`src/core/cmd_ctrl_pkg.sv`:
```
package cmd_ctrl_pkg;

   // register byte offsets in the operational space
   localparam logic [7:0] CAP_PARAMS_OFF = 8'h08;
   localparam logic [7:0] CMD_OFF        = 8'h20;
   localparam logic [7:0] STS_OFF        = 8'h24;

   // command register fields
   localparam int RUN_STOP_BIT   = 0;
   localparam int SOFT_RESET_BIT = 1;
   localparam int FL_SIZE_LSB    = 2;
   localparam int FL_SIZE_MSB    = 3;

   // status and capability fields
   localparam int HALTED_BIT     = 12;
   localparam int PROG_FL_BIT    = 1;

   // frame list size codes
   localparam logic [1:0] FL_SIZE_1024  = 2'h0;
   localparam logic [1:0] FL_SIZE_512   = 2'h1;
   localparam logic [1:0] FL_SIZE_256   = 2'h2;
   localparam logic [1:0] FL_SIZE_RESET = FL_SIZE_1024;

   // reset values
   localparam logic RUN_STOP_RESET = 1'b0;
   localparam logic HALTED_RESET   = 1'b1;

   // soft reset duration
   localparam int CLK_PERIOD_NS     = 25;
   localparam int SOFT_RESET_NS     = 400;
   localparam int SOFT_RESET_CYCLES = (SOFT_RESET_NS + CLK_PERIOD_NS - 1) / CLK_PERIOD_NS;
   localparam int RST_CNT_W         = 5;

   // run/stop sequencing
   typedef enum logic [1:0] {
      ST_HALTED    = 2'b00,
      ST_RUNNING   = 2'b01,
      ST_STOPPING  = 2'b10,
      ST_RESETTING = 2'b11
   } run_state_t;

endpackage

```
`src/core/reset_timer.sv`:
```
`timescale 1ns/1ps

module reset_timer #(
   parameter int CNT_W  = 5,
   parameter int CYCLES = 16
) (
   // clock and reset
   input  wire logic pclk,
   input  wire logic presetn,
   // control
   input  wire logic start,
   output logic      busy,
   output logic      done
);

   localparam logic [CNT_W-1:0] LAST = CNT_W'(CYCLES - 1);

   logic [CNT_W-1:0] cnt_q;
   logic             busy_q;

   // a start while busy is ignored so the reset always runs its full length
   always_ff @(posedge pclk or negedge presetn) begin
      if (!presetn) begin
         cnt_q  <= '0;
         busy_q <= 1'b0;
      end else if (busy_q) begin
         if (cnt_q == LAST) begin
            busy_q <= 1'b0;
            cnt_q  <= '0;
         end else begin
            cnt_q <= cnt_q + CNT_W'(1);
         end
      end else if (start) begin
         busy_q <= 1'b1;
         cnt_q  <= '0;
      end
   end

   assign busy = busy_q;
   assign done = busy_q && (cnt_q == LAST);

endmodule

```
`src/core/host_cmd_run_reset_ctrl.sv`:
```
`timescale 1ns/1ps

module host_cmd_run_reset_ctrl
   import cmd_ctrl_pkg::*;
(
   // clock and reset
   input  wire logic        pclk,
   input  wire logic        presetn,
   // apb slave
   input  wire logic        psel,
   input  wire logic        penable,
   input  wire logic        pwrite,
   input  wire logic [7:0]  paddr,
   input  wire logic [31:0] pwdata,
   output logic             pready,
   output logic             pslverr,
   output logic [31:0]      prdata,
   // capability and controller status
   input  wire logic        programmable_frame_list_cap,
   input  wire logic        pipeline_idle,
   input  wire logic [13:0] frame_index,
   // controller control
   output logic             schedule_run,
   output logic             core_soft_reset,
   output logic             transaction_abort,
   output logic             port_owner_release,
   output logic             usb_bus_reset,
   output logic [9:0]       frame_list_index,
   output logic [1:0]       frame_list_size,
   output logic             halted_flag
);

   run_state_t  state_q;
   run_state_t  state_d;
   logic [1:0]  size_q;
   logic        run_stop_q;
   logic        halted_q;
   logic        rst_busy;
   logic        rst_done;
   logic        rst_start;
   logic [9:0]  index_q;
   logic [31:0] rdata_q;
   logic        setup;
   logic        access;
   logic        wr_cmd;
   logic        mapped;

   // apb phases and decode
   assign setup  = psel && !penable;
   assign access = psel && penable;
   assign mapped = (paddr == CMD_OFF) || (paddr == STS_OFF) || (paddr == CAP_PARAMS_OFF);
   assign wr_cmd = access && pwrite && (paddr == CMD_OFF);

   // zero wait state slave; error flagged only on unmapped offsets
   assign pready  = access;
   assign pslverr = access && !mapped;
   assign prdata  = rdata_q;

   // a one written while idle starts the timed reset sequence
   assign rst_start = wr_cmd && pwdata[SOFT_RESET_BIT] && !rst_busy;

   reset_timer #(
      .CNT_W  (RST_CNT_W),
      .CYCLES (SOFT_RESET_CYCLES)
   ) u_reset_timer (
      .pclk    (pclk),
      .presetn (presetn),
      .start   (rst_start),
      .busy    (rst_busy),
      .done    (rst_done)
   );

   // frame list size; locked while reset runs, restored by it
   always_ff @(posedge pclk or negedge presetn) begin
      if (!presetn) begin
         size_q <= FL_SIZE_RESET;
      end else if (rst_busy) begin
         size_q <= FL_SIZE_RESET;
      end else if (wr_cmd && programmable_frame_list_cap && !pwdata[SOFT_RESET_BIT]) begin
         size_q <= pwdata[FL_SIZE_MSB:FL_SIZE_LSB];
      end
   end

   // run/stop bit; a reset write clears it together with the rest
   always_ff @(posedge pclk or negedge presetn) begin
      if (!presetn) begin
         run_stop_q <= RUN_STOP_RESET;
      end else if (rst_busy || rst_start) begin
         run_stop_q <= RUN_STOP_RESET;
      end else if (wr_cmd) begin
         run_stop_q <= pwdata[RUN_STOP_BIT];
      end
   end

   // schedule sequencer
   always_comb begin
      state_d = state_q;
      case (state_q)
         ST_HALTED: begin
            if (run_stop_q) begin
               state_d = ST_RUNNING;
            end
         end
         ST_RUNNING: begin
            if (!run_stop_q) begin
               state_d = ST_STOPPING;
            end
         end
         ST_STOPPING: begin
            // a set again before the pipeline drains resumes running
            if (run_stop_q) begin
               state_d = ST_RUNNING;
            end else if (pipeline_idle) begin
               state_d = ST_HALTED;
            end
         end
         ST_RESETTING: begin
            if (rst_done) begin
               state_d = ST_HALTED;
            end
         end
         default: begin
            state_d = ST_HALTED;
         end
      endcase
      if (rst_start) begin
         state_d = ST_RESETTING;
      end
   end

   always_ff @(posedge pclk or negedge presetn) begin
      if (!presetn) begin
         state_q <= ST_HALTED;
      end else begin
         state_q <= state_d;
      end
   end

   // halted flag follows entry to and exit from the halted and resetting states
   always_ff @(posedge pclk or negedge presetn) begin
      if (!presetn) begin
         halted_q <= HALTED_RESET;
      end else begin
         halted_q <= (state_d == ST_HALTED) || (state_d == ST_RESETTING);
      end
   end

   // current index into the frame list, chosen by the size field
   always_ff @(posedge pclk or negedge presetn) begin
      if (!presetn) begin
         index_q <= '0;
      end else begin
         case (size_q)
            FL_SIZE_1024: index_q <= frame_index[12:3];
            FL_SIZE_512:  index_q <= {1'b0, frame_index[11:3]};
            FL_SIZE_256:  index_q <= {2'b00, frame_index[10:3]};
            default:  index_q <= frame_index[12:3];
         endcase
      end
   end

   // read data captured in the setup phase, valid through the access phase
   always_ff @(posedge pclk or negedge presetn) begin
      if (!presetn) begin
         rdata_q <= '0;
      end else if (setup && !pwrite) begin
         rdata_q <= '0;
         case (paddr)
            CMD_OFF: begin
               rdata_q[RUN_STOP_BIT]    <= run_stop_q;
               rdata_q[SOFT_RESET_BIT]  <= rst_busy;
               rdata_q[FL_SIZE_MSB:FL_SIZE_LSB] <= size_q;
            end
            STS_OFF: begin
               rdata_q[HALTED_BIT] <= halted_q;
            end
            CAP_PARAMS_OFF: begin
               rdata_q[PROG_FL_BIT] <= programmable_frame_list_cap;
            end
            default: begin
               rdata_q <= '0;
            end
         endcase
      end
   end

   // controller-facing controls; configuration space is outside this block
   assign schedule_run       = (state_q == ST_RUNNING) || (state_q == ST_STOPPING);
   assign core_soft_reset    = rst_busy;
   assign transaction_abort  = rst_start || rst_busy;
   assign port_owner_release = rst_busy;
   assign usb_bus_reset      = 1'b0;
   assign frame_list_index   = index_q;
   assign frame_list_size    = size_q;
   assign halted_flag        = halted_q;

   // ---------------- assertions ----------------
   localparam int RST_MAX = SOFT_RESET_CYCLES + 2;
   localparam int RST_LEN = SOFT_RESET_CYCLES;

   size_reset_val_a: assert property (@(posedge pclk) disable iff (!presetn)
      $fell(rst_busy) |-> (size_q == FL_SIZE_RESET))
      else $error("size field not restored by soft reset");

   size_locked_a: assert property (@(posedge pclk) disable iff (!presetn)
      (wr_cmd && !programmable_frame_list_cap) |=> $stable(size_q))
      else $error("size field changed without capability");

   size_write_a: assert property (@(posedge pclk) disable iff (!presetn)
      (wr_cmd && programmable_frame_list_cap && !rst_busy && !pwdata[SOFT_RESET_BIT])
      |=> (size_q == $past(pwdata[FL_SIZE_MSB:FL_SIZE_LSB])))
      else $error("size field write lost");

   index_sel_a: assert property (@(posedge pclk) disable iff (!presetn)
      (size_q == FL_SIZE_256) && $stable(size_q) |=> (frame_list_index[9:8] == 2'b00))
      else $error("index wider than selected size");

   abort_now_a: assert property (@(posedge pclk) disable iff (!presetn)
      rst_start |-> transaction_abort ##1 (core_soft_reset && transaction_abort))
      else $error("reset did not abort at once");

   no_bus_reset_a: assert property (@(posedge pclk) disable iff (!presetn)
      !usb_bus_reset)
      else $error("bus reset driven");

   owner_release_a: assert property (@(posedge pclk) disable iff (!presetn)
      rst_start |=> port_owner_release && !schedule_run && !run_stop_q)
      else $error("ports or run state not reset");

   self_clear_a: assert property (@(posedge pclk) disable iff (!presetn)
      rst_start |=> rst_busy [*4] ##[1:RST_MAX] !rst_busy)
      else $error("soft reset did not self clear in time");

   // the reset runs its full length, no shorter and no longer
   reset_length_a: assert property (@(posedge pclk) disable iff (!presetn)
      rst_start |-> ##RST_LEN rst_busy ##1 !rst_busy)
      else $error("soft reset length wrong");

   zero_write_a: assert property (@(posedge pclk) disable iff (!presetn)
      (rst_busy && !rst_done && wr_cmd && !pwdata[SOFT_RESET_BIT]) |=> rst_busy)
      else $error("zero write cut reset short");

   run_exec_a: assert property (@(posedge pclk) disable iff (!presetn)
      (state_q == ST_RUNNING && run_stop_q) |-> schedule_run && !halted_flag)
      else $error("running without schedule");

   drain_wait_a: assert property (@(posedge pclk) disable iff (!presetn)
      (state_q == ST_STOPPING && !pipeline_idle) |=> !halted_flag)
      else $error("halted before pipeline drained");

   halt_flag_a: assert property (@(posedge pclk) disable iff (!presetn)
      (state_q == ST_STOPPING && pipeline_idle && !run_stop_q && !rst_start)
      |=> halted_flag && !schedule_run)
      else $error("halted flag missing after stop");

endmodule

```
`config.mk`:
```
export PLATFORM = sky130hd
export DESIGN_NAME = host_cmd_run_reset_ctrl
export DESIGN_NICKNAME = d
export VERILOG_FILES = /design/src/core/cmd_ctrl_pkg.sv /design/src/core/reset_timer.sv /design/src/core/host_cmd_run_reset_ctrl.sv
export SDC_FILE = /design/constraint.sdc
export NUM_CORES = 1
export LEC_CHECK = 0
export ABC_AREA = 0
export BUFFER_PORTS_ARGS = -buffer_cell sky130_fd_sc_hd__buf_2
export CAP_MARGIN = 40
export CORE_AREA = 2 2 64 66
export CTS_BUF_LIST = sky130_fd_sc_hd__clkbuf_8
export DETAILED_ROUTE_END_ITERATION = 10
export DIE_AREA = 0 0 66 68
export PLACE_DENSITY = 0.85
export SKIP_CTS_REPAIR_TIMING = 1
export SLEW_MARGIN = 40
export SYNTH_ARGS = -nofsm -noshare
export SYNTH_HDL_FRONTEND = slang
export SYNTH_SLANG_ARGS = --single-unit
export TNS_END_PERCENT = 1
```
`constraint.sdc`:
```
create_clock -name pclk -period 1.9 [get_ports pclk]
set_input_delay 0.19 -clock pclk [delete_from_list [all_inputs] [get_ports pclk]]
set_output_delay 0.19 -clock pclk [all_outputs]
set_load 0.005 [all_outputs]
```
==> results_dict.tcl <==
set metrics [dict create \
    drtPass1Iterations 4 \
    slowest_stage "dfrtp_1" \
    setup_viol 0 \
    max_freq_ghz 0.570 \
    dp_hpwl_mm 2.15 \
    synthTopCellsByArea "dfrtp_1 (45%), buf_4 (15%), ha_1 (5.2%)" \
    ant_nets 0 \
    synth_cells 137 \
    wl_met1_mm 1.11 \
    diodes 0 \
    yosys_register_bits 27 \
    grt_pass1_wl_mm 4.11 \
    drive_gt1_frac 0.344 \
    grt_overflow 0 \
    die_w_um 66 \
    utilization 0.452 \
    async_reset_ff_frac 1.00 \
    cellLeakagePower_nw 0.927 \
    p_total_mw 1.48 \
    yosys_most_used_dff "dfrtp_1" \
    place_ws_ps 75.4 \
    power_density_nw_per_um2 848 \
    grt_usage 0.117 \
    gp_congestion 0.747 \
    slew-limit-headroom 0.596 \
    nets 263 \
    grt_max_degree 28 \
    die_h_um 68 \
    hold_end "frame_list_index[3]$_DFF_PN0_" \
    slew_violations 0 \
    synth_top_area_cell "dfrtp_1" \
    vias_per_cell 4.38 \
    placedInstanceArea_um2 1660 \
    cts_sinks 27 \
    synth.most_common_cell "buf_4" \
    core_area_um2 3860 \
    crit_path_start "u_reset_timer.cnt_q[0]$_DFFE_PN0P_" \
    peakVddDrop_mv 0.265 \
    synth-seq-area-share 0.470 \
    avgRoutedWirePerCell_um 11.0 \
    netlist_top_cells_count "buf_4 (29), dfrtp_1 (26), nor2_1 (11)" \
    reg2reg_depth 6 \
    arrival_ps 1960 \
    antenna_found_initial 0 \
    cts.clk_slew.worst_paths_ps 90 \
    cts-htree-levels 1 \
    min-delay-path-class "primary input to register" \
    dieArea_um2 4490 \
    nFillCells 378 \
    first_iter_violations 77 \
    clock_skew_ps 4.93 \
    top_layer_used "met4" \
    io_pins 113 \
    clockRootBuffer "clkbuf_8" \
    hold_path_depth 1 \
    cts_max_path_buffers 2 \
    path_cells "ha_1 > nand2_1 > o21ai_0 > o311a_1 > xnor2_1 > or2_2" \
    clock_latency_ps 270 \
    finalCritPeriodShare 0.924 \
    criticalPathCategory "register to register" \
    dp.cells 238 \
    io_buffers 52 \
    yosysTopAreaCellShare 0.451 \
    drv_cap 0 \
    period_needed_ps 1760 \
    cts_made_buffers 3 \
    synth.distinct_cells 39 \
    hold_viol_final 0 \
    status "finished, final reports clean" \
    final_area_um2 1740 \
    avgSynthCellArea_um2 10.5 \
    r2r-start "u_reset_timer.cnt_q[0]$_DFFE_PN0P_" \
    drc 0 \
    cts_tree "done" \
    syn_area_um2 1440 \
    r2r_end "halted_flag$_DFF_PN1_" \
    worst_slack_ps 145 \
    rows 23 \
    via_count 1074 \
    wl_met3_um 186 \
    critPathRequiredTime_ps 2110 \
    hp-start "frame_index[6]" \
    rsz0062_at_grt "false" \
    synth-edff-count 0 \
    cpPeakStageDelay_ps 430 \
    fin_cells 245 \
    start_kind "register" \
    initial_core_util 0.374 \
    met2_wirelength_mm 1.35 \
    setup_tns_ps 0 \
    end_kind "register" \
    area.growth.synth_to_final_pct 20.9 \
    hold_ws_ps 17.6 \
    first_global_vias 976 \
    crit_fanout 5 \
    yosys_warnings 0 \
    max_slew.worst_pin.slew_ps 606 \
    wl_mm 2.69 \
    r2r_setup_slack_ps 140 \
]
-- placed cells by master, fill, tap and decap left out, types with 2 or more instances in the layout --
master         instances
o211ai_1               2
dlygate4sd3_1          3
nand2_1                9
conb_1                28
a21oi_1                2
buf_2                 52
inv_1                  7
mux2i_1                2
buf_4                  2
clkbuf_8               3
o21ai_0                6
and2_1                 2
nand3b_1               2
nor4_4                 2
a22o_1                 3
ha_1                   6
nor2_1                11
o21a_1                 2
dfrtp_1               26
-- layout make-up --
class                   count  area, um2  area share
repair buffers             57        305       0.175
inverters                   7       26.3      0.0151
clock inverters             1       7.51     0.00431
clock buffers               3       41.3      0.0237
flip-flops and latches     27        677       0.388
multi-input cells         100        623       0.358
well taps                  50       62.6      0.0359
-- report_power, final --
| part | switching [mW] | total, mW | internal, mW |
|---|---|---|---|
| logic | 0.224 | 0.424 | 0.200 |
| registers | 0.0660 | 0.723 | 0.657 |
| clock network | 0.182 | 0.331 | 0.149 |
| total | 0.472 | 1.48 | 1.01 |
-- cells by family after synthesis --
group,share of synthesized area
compound gates,0.115
flops,0.470
fa+ha+maj,0.0521
mux,0.0139
other cells,0.00260
buf+inv,0.173
xor+xnor,0.0122
simple gates,0.162
-- worst max-delay path: cells and delay by family (launching register included) --
family | cells | cell delay (ps)
DFF | 1 | 430
and+or+nand+nor | 2 | 390
adders and majority gates | 1 | 230
xor gates and xnor gates | 1 | 130
AOI/OAI and AO/OA | 2 | 520
-- metal layers --
layer / vias to the layer above / track usage
li1: 526 / -
met1: 505 / 0.135
met2: 39 / 0.205
met3: 4 / 0.0280
met4: 0 / 0.0587
met5: - / 0
-- registers in the layout, indices dropped and copies added, names as in the netlist --
signal	flops
frame_list_index	10
prdata	5
u_reset_timer.cnt_q	5
frame_list_size	2
state_q	2
halted_flag	1
run_stop_q	1
u_reset_timer.busy	1
-- how the worst max path moves through the flow --
stage / endpoint / slack (ps) / cells after the start
final: halted_flag$_DFF_PN1_ / 140 / 6
after global routing: halted_flag$_DFF_PN1_ / 20 / 7
after CTS: transaction_abort / 70 / 6
after detailed placement: transaction_abort / 80 / 6
after global placement: transaction_abort / 100 / 6
after floorplan: halted_flag$_DFF_PN1_ / 290 / 7
No activity file was read; power rests on OpenSTA's default activity.
